<file path="config.mk">
export PLATFORM = sky130hd
export DESIGN_NAME = ftd_top
export DESIGN_NICKNAME = d
export VERILOG_FILES = /design/src/hw/ftd_pkg.sv /design/src/hw/ftd_cfg_if.sv /design/src/hw/ftd_chan.sv /design/src/hw/ftd_top.sv
export SDC_FILE = /design/constraint.sdc
export NUM_CORES = 2
export LEC_CHECK = 0
export BUFFER_PORTS_ARGS = -buffer_cell sky130_fd_sc_hd__clkbuf_2
export CORE_ASPECT_RATIO = 0.6
export CORE_MARGIN = 2
export CORE_UTILIZATION = 35
export CTS_CLUSTER_DIAMETER = 200
export CTS_CLUSTER_SIZE = 14
export DETAILED_ROUTE_END_ITERATION = 10
export PLACE_DENSITY = 0.54
export SLEW_MARGIN = 20
export SYNTH_ARGS = -nofsm -noshare
export SYNTH_HDL_FRONTEND = slang
export SYNTH_SLANG_ARGS = --single-unit
export TNS_END_PERCENT = 10
</file>
<file path="constraint.sdc">
create_clock -name clk -period 41.7 [get_ports clk]
set_input_delay 6.255 -clock clk [delete_from_list [all_inputs] [get_ports clk]]
set_output_delay 6.255 -clock clk [all_outputs]
set_load 0.01 [all_outputs]
</file>
<file path="src/hw/ftd_pkg.sv">
// ****************************************************************
// shared constants of the threshold detector
// ****************************************************************
package ftd_pkg;
   // widths
   localparam int NCH = 4;
   localparam int SW = 14;
   localparam int MW = 13;
   localparam int DWW = 16;
   localparam int OW = 16;
   // converter pipeline depth in sample clocks, sample and overrange share it
   localparam int SAMPLE_LAT = 8;
   // worst case from exceeding sample to pin, in sample clocks
   localparam int UPPER_LAT_MAX = 30;
   // full scale magnitude is two to the thirteenth
   localparam logic [SW-1:0] MAG_FS = 14'h2000;
   localparam logic [MW-1:0] MAG_MAX = 13'h1FFF;
   // register offsets
   localparam logic [15:0] OFF_STATUS = 16'h0040;
   localparam logic [15:0] OFF_UP_LO = 16'h0247;
   localparam logic [15:0] OFF_UP_HI = 16'h0248;
   localparam logic [15:0] OFF_LO_LO = 16'h0249;
   localparam logic [15:0] OFF_LO_HI = 16'h024A;
   localparam logic [15:0] OFF_DW_LO = 16'h024B;
   localparam logic [15:0] OFF_DW_HI = 16'h024C;
   localparam logic [15:0] OFF_CTRL = 16'h0250;
   // field positions
   localparam int CTRL_DET_EN = 0;
   localparam int CTRL_OVR_CB = 1;
   localparam int STAT_OVR_LSB = 4;
   // reset values
   localparam logic [MW-1:0] UP_RST = 13'h1FFF;
   localparam logic [MW-1:0] LO_RST = 13'h0000;
   localparam logic [DWW-1:0] DW_RST = 16'h0001;
   localparam logic [DWW-1:0] DW_MIN = 16'h0001;
   localparam logic [7:0] CTRL_RST = 8'h01;
endpackage : ftd_pkg

</file>
<file path="src/hw/ftd_cfg_if.sv">
`timescale 1ns/1ns
// ****************************************************************
// thresholds and dwell handed to every channel
// ****************************************************************
interface ftd_cfg_if;
   logic [12:0] upper;
   logic [12:0] lower;
   logic [15:0] dwell;
   logic det_en;
   modport src (output upper, output lower, output dwell, output det_en);
   modport dst (input upper, input lower, input dwell, input det_en);
endinterface : ftd_cfg_if

</file>
<file path="src/hw/ftd_chan.sv">
`timescale 1ns/1ns
// ****************************************************************
// one channel: set on upper, clear after dwell below lower
// ****************************************************************
module ftd_chan
   import ftd_pkg::*;
(
   input wire logic clk,
   input wire logic rst,
   input wire logic [ftd_pkg::MW-1:0] mag_fast,
   input wire logic [ftd_pkg::MW-1:0] mag_slow,
   ftd_cfg_if.dst cfg,
   output logic ind
);
   logic ind_r;
   logic ind_nxt;
   logic [DWW-1:0] cnt_r;
   logic [DWW-1:0] cnt_nxt;
   logic [3:0] blank_r;
   logic [3:0] blank_nxt;
   wire over = cfg.det_en && (mag_fast > cfg.upper);
   // late samples older than the last exceed must not count towards a clear
   wire settled = (blank_r == 4'h0);
   wire below = settled && (mag_slow < cfg.lower);
   // zero dwell behaves as the least legal value
   wire [DWW-1:0] dwell_eff = (cfg.dwell < DW_MIN) ? DW_MIN : cfg.dwell;
   // cnt_r holds earlier below cycles, so this cycle makes it exceed the dwell
   wire expired = below && (cnt_r >= dwell_eff);

   // next state: a new exceed always wins over a pending clear
   always_comb begin
      ind_nxt = ind_r;
      cnt_nxt = '0;
      if (over) begin
         ind_nxt = 1'b1;
      end else if (!cfg.det_en) begin
         ind_nxt = 1'b0;
      end else if (ind_r && expired) begin
         ind_nxt = 1'b0;
      end else if (ind_r && below) begin
         cnt_nxt = cnt_r + 16'h0001;
      end else begin
         cnt_nxt = '0;
      end
   end

   // blanking: an exceed waits for its own sample to leave the pipeline
   always_comb begin
      blank_nxt = blank_r;
      if (over) begin
         blank_nxt = 4'(SAMPLE_LAT);
      end else if (blank_r != 4'h0) begin
         blank_nxt = blank_r - 4'h1;
      end
   end

   // state
   always_ff @(posedge clk or posedge rst) begin
      if (rst) begin
         ind_r <= 1'b0;
         cnt_r <= '0;
         blank_r <= 4'h0;
      end else begin
         ind_r <= ind_nxt;
         cnt_r <= cnt_nxt;
         blank_r <= blank_nxt;
      end
   end

   assign ind = ind_r;
endmodule : ftd_chan

</file>
<file path="src/hw/ftd_top.sv">
`timescale 1ns/1ns
// ****************************************************************
// four channel fast threshold detector with overrange path
// ****************************************************************
module ftd_top (
   input wire logic clk,
   input wire logic rst,
   input wire logic [15:0] reg_addr,
   input wire logic reg_wr,
   input wire logic reg_rd,
   input wire logic [7:0] reg_wdata,
   output logic [7:0] reg_rdata,
   input wire logic [ftd_pkg::NCH-1:0][ftd_pkg::SW-1:0] sample_in,
   input wire logic [ftd_pkg::NCH-1:0] ovr_in,
   output logic [ftd_pkg::NCH-1:0][ftd_pkg::OW-1:0] data_out,
   output logic [ftd_pkg::NCH-1:0] ovr_out,
   output logic threshold_pin_ch_a,
   output logic threshold_pin_ch_b,
   output logic threshold_pin_ch_c,
   output logic threshold_pin_ch_d
);
   import ftd_pkg::*;

   // ****************************************************************
   // helpers
   // ****************************************************************

   // address match, used by both the write and the read decode
   function automatic logic hit(input logic [15:0] a, input logic [15:0] off);
      hit = (a == off);
   endfunction : hit

   // signed sample to 13-bit magnitude, full scale clamps to the top code
   function automatic logic [MW-1:0] mag_of(input logic [SW-1:0] s);
      logic [SW-1:0] a;
      a = s[SW-1] ? (~s + 14'h0001) : s;
      if (a >= MAG_FS) begin
         mag_of = MAG_MAX;
      end else begin
         mag_of = a[MW-1:0];
      end
   endfunction : mag_of

   // ****************************************************************
   // register storage
   // ****************************************************************
   logic [7:0] up_lo_r;
   logic [4:0] up_hi_r;
   logic [7:0] lo_lo_r;
   logic [4:0] lo_hi_r;
   logic [7:0] dw_lo_r;
   logic [7:0] dw_hi_r;
   logic [7:0] ctrl_r;
   logic [7:0] rdata_r;
   logic [7:0] rdata_nxt;

   // write strobes
   wire wr_up_lo = reg_wr && hit(reg_addr, OFF_UP_LO);
   wire wr_up_hi = reg_wr && hit(reg_addr, OFF_UP_HI);
   wire wr_lo_lo = reg_wr && hit(reg_addr, OFF_LO_LO);
   wire wr_lo_hi = reg_wr && hit(reg_addr, OFF_LO_HI);
   wire wr_dw_lo = reg_wr && hit(reg_addr, OFF_DW_LO);
   wire wr_dw_hi = reg_wr && hit(reg_addr, OFF_DW_HI);
   wire wr_ctrl = reg_wr && hit(reg_addr, OFF_CTRL);

   // assembled fields, low byte first, high byte holds the top bits
   wire [MW-1:0] upper_val = {up_hi_r, up_lo_r};
   wire [MW-1:0] lower_val = {lo_hi_r, lo_lo_r};
   wire [DWW-1:0] dwell_val = {dw_hi_r, dw_lo_r};
   wire det_en = ctrl_r[CTRL_DET_EN];
   wire ovr_cb_en = ctrl_r[CTRL_OVR_CB];

   // byte registers; the pair is not double buffered, so software
   // should update a threshold while detection is off or accept a mixed
   // value from the first byte write until the second byte is written
   always_ff @(posedge clk or posedge rst) begin
      if (rst) begin
         up_lo_r <= UP_RST[7:0];
         up_hi_r <= UP_RST[MW-1:8];
      end else begin
         if (wr_up_lo) begin
            up_lo_r <= reg_wdata;
         end
         if (wr_up_hi) begin
            up_hi_r <= reg_wdata[4:0];
         end
      end
   end

   // lower threshold pair
   always_ff @(posedge clk or posedge rst) begin
      if (rst) begin
         lo_lo_r <= LO_RST[7:0];
         lo_hi_r <= LO_RST[MW-1:8];
      end else begin
         if (wr_lo_lo) begin
            lo_lo_r <= reg_wdata;
         end
         if (wr_lo_hi) begin
            lo_hi_r <= reg_wdata[4:0];
         end
      end
   end

   // dwell pair
   always_ff @(posedge clk or posedge rst) begin
      if (rst) begin
         dw_lo_r <= DW_RST[7:0];
         dw_hi_r <= DW_RST[DWW-1:8];
      end else begin
         if (wr_dw_lo) begin
            dw_lo_r <= reg_wdata;
         end
         if (wr_dw_hi) begin
            dw_hi_r <= reg_wdata;
         end
      end
   end

   // control
   always_ff @(posedge clk or posedge rst) begin
      if (rst) begin
         ctrl_r <= CTRL_RST;
      end else if (wr_ctrl) begin
         ctrl_r <= {6'h00, reg_wdata[1:0]};
      end
   end

   // ****************************************************************
   // converter pipeline
   // ****************************************************************

   // the sample, its overrange flag and its magnitude walk together so
   // the late lower compare and the overrange stay aligned with data
   logic [NCH-1:0][SW-1:0] smp_pipe [SAMPLE_LAT];
   logic [NCH-1:0] ovr_pipe [SAMPLE_LAT];
   logic [NCH-1:0][MW-1:0] mag_pipe [SAMPLE_LAT];
   logic [NCH-1:0][MW-1:0] mag_fast;

   // fast path magnitude straight from the converter output
   genvar c;
   generate
      for (c = 0; c < NCH; c++) begin : g_mag
         assign mag_fast[c] = mag_of(sample_in[c]);
      end
   endgenerate

   // first stage takes the inputs
   always_ff @(posedge clk or posedge rst) begin
      if (rst) begin
         smp_pipe[0] <= '0;
         ovr_pipe[0] <= '0;
         mag_pipe[0] <= '0;
      end else begin
         smp_pipe[0] <= sample_in;
         ovr_pipe[0] <= ovr_in;
         mag_pipe[0] <= mag_fast;
      end
   end

   // remaining stages
   genvar k;
   generate
      for (k = 1; k < SAMPLE_LAT; k++) begin : g_pipe
         always_ff @(posedge clk or posedge rst) begin
            if (rst) begin
               smp_pipe[k] <= '0;
               ovr_pipe[k] <= '0;
               mag_pipe[k] <= '0;
            end else begin
               smp_pipe[k] <= smp_pipe[k-1];
               ovr_pipe[k] <= ovr_pipe[k-1];
               mag_pipe[k] <= mag_pipe[k-1];
            end
         end
      end
   endgenerate

   // ****************************************************************
   // detectors
   // ****************************************************************
   ftd_cfg_if cfg ();
   logic [NCH-1:0] ind;

   // one shared set of thresholds fans out to every channel
   assign cfg.upper = upper_val;
   assign cfg.lower = lower_val;
   assign cfg.dwell = dwell_val;
   assign cfg.det_en = det_en;

   // independent detector per channel
   generate
      for (c = 0; c < NCH; c++) begin : g_chan
         ftd_chan u_chan (
            .clk(clk),
            .rst(rst),
            .mag_fast(mag_fast[c]),
            .mag_slow(mag_pipe[SAMPLE_LAT-1][c]),
            .cfg(cfg),
            .ind(ind[c])
         );
      end
   endgenerate

   // ****************************************************************
   // outputs
   // ****************************************************************
   logic [NCH-1:0] pin_r;
   logic [NCH-1:0] ovr_out_r;
   logic [NCH-1:0][OW-1:0] data_r;
   logic [NCH-1:0][OW-1:0] data_nxt;

   // output words: sample left aligned, control bit under it when enabled,
   // otherwise the tail is zero
   generate
      for (c = 0; c < NCH; c++) begin : g_fmt
         assign data_nxt[c] = {smp_pipe[SAMPLE_LAT-1][c],
                               ovr_cb_en & ovr_pipe[SAMPLE_LAT-1][c],
                               1'b0};
      end
   endgenerate

   // pins re-timed once: two clocks from sample to pin, well inside the bound
   always_ff @(posedge clk or posedge rst) begin
      if (rst) begin
         pin_r <= '0;
         ovr_out_r <= '0;
         data_r <= '0;
      end else begin
         pin_r <= ind;
         ovr_out_r <= ovr_pipe[SAMPLE_LAT-1];
         data_r <= data_nxt;
      end
   end

   assign threshold_pin_ch_a = pin_r[0];
   assign threshold_pin_ch_b = pin_r[1];
   assign threshold_pin_ch_c = pin_r[2];
   assign threshold_pin_ch_d = pin_r[3];
   assign ovr_out = ovr_out_r;
   assign data_out = data_r;

   // ****************************************************************
   // register read
   // ****************************************************************

   // status shows the live indicators and the aligned overrange flags;
   // it reads the detector state, so no separate clear exists
   wire [7:0] status_val = {ovr_out_r, ind};

   // read mux, unmapped addresses read zero
   always_comb begin
      rdata_nxt = 8'h00;
      if (hit(reg_addr, OFF_STATUS)) begin
         rdata_nxt = status_val;
      end else if (hit(reg_addr, OFF_UP_LO)) begin
         rdata_nxt = up_lo_r;
      end else if (hit(reg_addr, OFF_UP_HI)) begin
         rdata_nxt = {3'h0, up_hi_r};
      end else if (hit(reg_addr, OFF_LO_LO)) begin
         rdata_nxt = lo_lo_r;
      end else if (hit(reg_addr, OFF_LO_HI)) begin
         rdata_nxt = {3'h0, lo_hi_r};
      end else if (hit(reg_addr, OFF_DW_LO)) begin
         rdata_nxt = dw_lo_r;
      end else if (hit(reg_addr, OFF_DW_HI)) begin
         rdata_nxt = dw_hi_r;
      end else if (hit(reg_addr, OFF_CTRL)) begin
         rdata_nxt = ctrl_r;
      end
   end

   // read data is captured on the strobe and held until the next read
   always_ff @(posedge clk or posedge rst) begin
      if (rst) begin
         rdata_r <= 8'h00;
      end else if (reg_rd) begin
         rdata_r <= rdata_nxt;
      end
   end

   assign reg_rdata = rdata_r;
endmodule : ftd_top

</file>
# Word level (Yosys, flattened, before mapping)
# Cells that the tools add are included.
dict set report totals {
  register_bits 1100
  latch_bits 0
  ramBits 0
  romBits 0
  input_bits 88
  output_inout_bits 80
  mem_count 0
}
dict set report classes {
  add_sub_neg 12
  n_mul 0
  div 0
  magnitude_cmp 17
  n_eq_ne 12
  shift 0
  mux 53
  bitwise_logic 8
  n_reduce_logical 39
}
# op count
set ops {}
lappend ops {{16-bit two-way mux} 17}
lappend ops {{16-bit by 10-bit equality test with 1-bit output (second input constant)} 7}
lappend ops {{16-bit by 1-bit adder with 16-bit output (second input constant)} 4}
lappend ops {{16-bit greater-or-equal comparator} 4}
lappend ops {{14-bit by 1-bit adder with 14-bit output (second input constant)} 4}
lappend ops {{14-bit greater-or-equal comparator (second input constant)} 4}
lappend ops {{14-bit two-way mux} 4}
lappend ops {{8-bit two-way mux} 7}
lappend ops {{14-bit inverter} 4}
lappend ops {{13-bit greater-than comparator} 4}
lappend ops {{13-bit less-than comparator} 4}
lappend ops {{13-bit two-way mux} 4}
lappend ops {{4-bit two-way mux} 8}
lappend ops {{1-bit logical AND} 27}
lappend ops {{16-bit by 7-bit equality test with 1-bit output (second input constant)} 1}
lappend ops {{4-bit logical NOT} 4}
lappend ops {{16-bit by 1-bit less-than comparator with 1-bit output (second input constant)} 1}
lappend ops {{4-bit nonzero test} 4}
lappend ops {{4-bit by 1-bit subtractor with 4-bit output (second input constant)} 4}
lappend ops {{1-bit two-way mux} 12}
lappend ops {{3-bit by 1-bit != test with 1-bit output (second input constant)} 4}
lappend ops {{2-bit nonzero test} 4}
lappend ops {{1-bit bitwise AND} 4}
lappend ops {{2-bit two-way mux} 1}

# Longest topological paths before layout
dict set report logic_depth {
  ltp_word 9
  depth_mapped 16
}

# Cells and area by module
# Synthesis repeated with hierarchy kept, for this count alone.
dict set report unflattened {
  cells_unflattened 2430
  area_unflattened_um2 36820.3
}
# module n_inst cells_per_inst area_per_inst_um2 seq_area_each_um2
set by_module_without_submodules {}
lappend by_module_without_submodules {ftd_top 1 1438 28232.1 25443.2}
lappend by_module_without_submodules {ftd_chan 4 248 2147.1 525.5}

# Least setup slack after synthesis
# Ideal clock, no wire load.
dict set report synth_path {
  path_type {input port to flip-flop}
  startpoint {input port sample_in[31] in the netlist's numbering}
  endpoint {register g_chan[2].u_chan.cnt_r[10]}
  t_arrival_ps 9713
  slack_ps 31855
  path_stages 14
  n_path_buf 2
  cell_sequence {or4_1 > or3_1 > nor4_2 > nand3_1 > o21ai_0 > ha_1 > nand4_1 > nor2_1 > a221o_1 > a31oi_1 > or4_1 > clkbuf_1 > clkbuf_1 > nor2_1}
}
dict set report synth_via {
  elab_chain_cells 8
}
# item line_no
set synth_lines {}
lappend synth_lines {{start: declaration} ftd_top.sv:13} ;# input wire logic [ftd_pkg::NCH-1:0][ftd_pkg::SW-1:0] sample_in,
lappend synth_lines {{14-bit inverter} ftd_top.sv:36} ;# a = s[SW-1] ? (~s + 14'h0001) : s;
lappend synth_lines {{14-bit by 1-bit adder with 14-bit output} ftd_top.sv:36}
lappend synth_lines {{14-bit two-way mux *} ftd_top.sv:36}
lappend synth_lines {{14-bit greater-or-equal comparator} ftd_top.sv:37} ;# if (a >= MAG_FS) begin
lappend synth_lines {{13-bit two-way mux *} ftd_top.sv:37}
lappend synth_lines {{named net g_chan[2].u_chan.mag_fast, one bit} ftd_chan.sv:10} ;# input wire logic [ftd_pkg::MW-1:0] mag_fast,
lappend synth_lines {{13-bit greater-than comparator *} ftd_chan.sv:21} ;# wire over = cfg.det_en && (mag_fast > cfg.upper);
lappend synth_lines {{1-bit logical AND *} ftd_chan.sv:21}
lappend synth_lines {{16-bit two-way mux *} ftd_chan.sv:34} ;# if (over) begin
lappend synth_lines {{named net g_chan[2].u_chan.cnt_nxt[10]} ftd_chan.sv:18} ;# logic [DWW-1:0] cnt_nxt;
lappend synth_lines {{end signal: assignment} ftd_chan.sv:65} ;# cnt_r <= cnt_nxt;
lappend synth_lines {{end: declaration} ftd_chan.sv:17} ;# logic [DWW-1:0] cnt_r;
# The timed path passes the listed nets; every way through them passes the cells marked *.
# A chain may end at the register's enable or synchronous reset.

# Worst setup path after layout
dict set report layout_path {
  startpoint {input port sample_in[31] in the netlist's numbering}
  endpoint {register g_chan[2].u_chan.cnt_r[2]}
}
# Same word-level chain as after synthesis.

==> results.toml <==
[worst_setup_path]
required_ns = 42.22
crit_family = "simple AND/OR/NAND/NOR gates"
path_buf_inv = 1
critPathMaxStageDelay_ns = 0.58
slowest_stage = "or4_1"
cp.arrival_ns = 10.45
r2r-end = "g_chan[0].u_chan.cnt_r[11]$_DFF_PP0_"
worstPathMaxFanout = 16
rrSetupSlack_ns = 38.16
critPathCaptureType = "flip-flop"
critPathKind = "primary input to flip-flop"
worst_setup_path_start_kind = "primary input"
reg2reg_from = "up_hi_r[2]$_DFFE_PP1P_"
path_cells = "clkbuf_2 > or4_1 > or3_1 > nor4_2 > nand3_1 > o21ai_0 > ha_1 > nand4_1 > nor2_1 > a221o_1 > a31oi_1 > or4_1 > nor2_1"
rr_worst_depth = 8

[floorplanning]
start_util_pct = 35.34
die_x_um = 415.4
coreArea_um2 = 100600
fp.dieH_um = 250.8
rows = 90
ios = 168
dieArea_um2 = 104200

[clock_tree]
htreeDepth = 3
cts_setup_buffers = 0
cts_resized = 0
clk_path_buf_depth = 3
numClockSinks = 1100
cts_tree = "yes"
hold_buffers = 0
clk_latency_ns = 0.68
path_clk_slew_ns = 0.07
cts_buffers = 88
cts-root-buf = "clkbuf_16"

[route]
via_per_inst = 4.662
post_drt_wl_per_cell_um = 18.42
drcViolationCount = 0
wl_um = 70910
vias = 17947
ant_nets = 0
dr.pass1.iters = 7
drt-initial-drc-count = 1201

[final_layout]
nFillCells = 9131
fin_nets = 2749
drive_above_1_share_pct = 14.16
syn2layout_area_growth_pct = 14.15

[logic_synthesis]
yosysTopAreaCell = "dfrtp_1"
synth_cell_types = 71
syn_area_per_cell_um2 = 15.85
synth_top_area_share_pct = 76.40
synth_seq_cells = 1100
yosys-top-cells-area = "dfrtp_1 76%, ha_1 6.2%, xor2_1 1.7%, mux2_2 1.5%, nand2_1 1.3%"
synthArstFlopShare_pct = 100.0
syn_area_um2 = 35540
synthTopCellsByCount = "1085 x dfrtp_1, 176 x ha_1, 119 x nand2_1, 103 x nor2_1, 88 x inv_1"
synth_edf_count = 0
synthCells = 2242
yosysMostFrequentCell = "dfrtp_1"
synth_warnings = 0
synthFlopType = "dfrtp_1"
ys_seq_area_share_pct = 77.51

[power]
switching_power_mw = 0.4440
p_seq_share_pct = 57.6
internal_power_mw = 1.569
irDropWorstVdd_v = 0.00002723
leakage_nw = 18.20
clkPwrFrac_pct = 37.6
comb_power_share_pct = 4.8
swShare_pct = 22.06
p_per_area_nw_per_um2 = 49.61

[timing]
whs_ns = 0.3246
final_max_slew_viol_count = 0
fmax_mhz = 100.6
hold_violations = 0
worst_slew_pin_slew_ns = 0.9580
setup_viol = 0
slew-limit-headroom_pct = 36.14
clock_skew_ns = 0.03670
fin_setup_tns_ns = 0
rsz0062_at_grt = "no"
min_period_ns = 9.938
fin_crit_sh_pct = 23.83

[global_route]
overflow = 0
grt_pass1_wl_um = 110800
antenna_found_initial = 6
track_usage_pct = 13.94
grt_max_degree = 203
grt_pass1_vias = 18756

[worst_hold_path]
hold_path.class = "flip-flop to flip-flop"
hold_end = "smp_pipe[84]$_DFF_PP0_"
holdPathStages = 0
hold_path.startpoint = "smp_pipe[140]$_DFF_PP0_"

[placed_design]
hpwl_um = 47320
portBuffers = 163
gp_congestion = 0.8393

[flow_run]
cap_violations = 0

[outcome]
status = "completed"
## state kept, by name, summed over array words and instances, names as in the netlist, 16 cells and up
name,count
ovr_pipe,32
smp_pipe,392
data_nxt,56
g_chan.u_chan.cnt_r,64
g_chan.u_chan.blank_r,16
mag_pipe,416
data_out,60
## worst register-to-register path: stages (launching register included)
cell	delay [ns]
dfstp_2	0.55
inv_1	0.40
ha_1	0.43
or4_1	0.50
a21oi_1	0.17
a311oi_2	0.14
buf_4	0.22
or4_1	0.84
nor2_1	0.22
## kinds of logic after synthesis
kind of cell / synth area share, %
other: 0.01055
multiplexers: 1.486
flip-flops: 77.51
XOR/XNOR: 2.317
adder cells (fa/ha/maj): 6.197
AO/OA/AOI/OAI: 4.739
buffers and inverters: 1.250
AND/OR/NAND/NOR: 6.489
## worst max path at each step
stage / cells after the start / to / start / slack, ns
3_5_place_dp: 6 / smp_pipe[285]$_DFF_PP0_ / rst / 30.86
6_report: 13 / g_chan[2].u_chan.cnt_r[2]$_DFF_PP0_ / sample_in[31] / 31.76
2_1_floorplan: 1 / ctrl_r[1]$_DFFE_PP0P_ / rst / 4.50
3_3_place_gp: 6 / smp_pipe[339]$_DFF_PP0_ / rst / 31.03
5_1_grt: 13 / g_chan[2].u_chan.cnt_r[13]$_DFF_PP0_ / sample_in[31] / 31.38
4_1_cts: 6 / smp_pipe[173]$_DFF_PP0_ / rst / 31.60
## layout by cell type (no fill, tap or decap), types with 32 or more instances in the layout
| master | synthesis | layout |
|---|---|---|
| nand3_1 | 41 | 41 |
| nor3_1 | 40 | 40 |
| clkbuf_16 | 0 | 92 |
| clkbuf_2 | 0 | 163 |
| inv_1 | 88 | 87 |
| o21ai_0 | 58 | 58 |
| xor2_1 | 68 | 68 |
| nand2_1 | 119 | 119 |
| mux2_2 | 46 | 46 |
| nand4_1 | 32 | 32 |
| a21oi_1 | 58 | 58 |
| nor2_1 | 103 | 103 |
| ha_1 | 176 | 176 |
| dfrtp_1 | 1085 | 1085 |
## routing by layer
metal,share of wire [%],global-route usage [%],vias up
met5,0,0,-
met4,3.5,5.756,0
met3,5.5,3.233,139
met2,44,20.16,391
met1,47,20.22,9296
li1,-,-,8121
## power groups by stage
stage	clock (mW)	combinational, mW	sequential (mW)
6_report	0.757	0.0971	1.16
3_3_place_gp	0	0.0919	1.18
2_1_floorplan	0	0.0627	1.18
4_1_cts	0.789	0.0989	1.16
3_5_place_dp	0	0.0984	1.18
5_1_grt	0.832	0.112	1.17
## cell type report
| class | count | area [um^2] | share of cell area (%) |
|---|---|---|---|
| antenna | 2 | 5.005 | 0.01234 |
| clock buffer | 115 | 2389 | 5.888 |
| clock inverter | 4 | 78.83 | 0.1943 |
| inverter | 88 | 337.8 | 0.8328 |
| multi-input combinational | 1031 | 7569 | 18.66 |
| sequential | 1100 | 27550 | 67.90 |
| tap | 1334 | 1669 | 4.114 |
| timing repair buffer | 176 | 973.4 | 2.400 |
## metrics by stage
step | power [mW] | utilization (%) | cell area, um^2 | setup WS, ns | cells
after detailed placement | 1.278 | 37.84 | 38050 | 30.86 | 3728
after global routing | 2.110 | 40.34 | 40560 | 31.38 | 3848
after CTS | 2.048 | 40.29 | 40520 | 31.60 | 3847
after floorplan | 1.240 | - | 35550 | 4.499 | 2245
after global placement | 1.269 | 37.83 | 38040 | 31.03 | 3727
final | 2.013 | 40.34 | 40570 | 31.76 | 3850
Note: power is estimated with default switching activity, not from simulation.
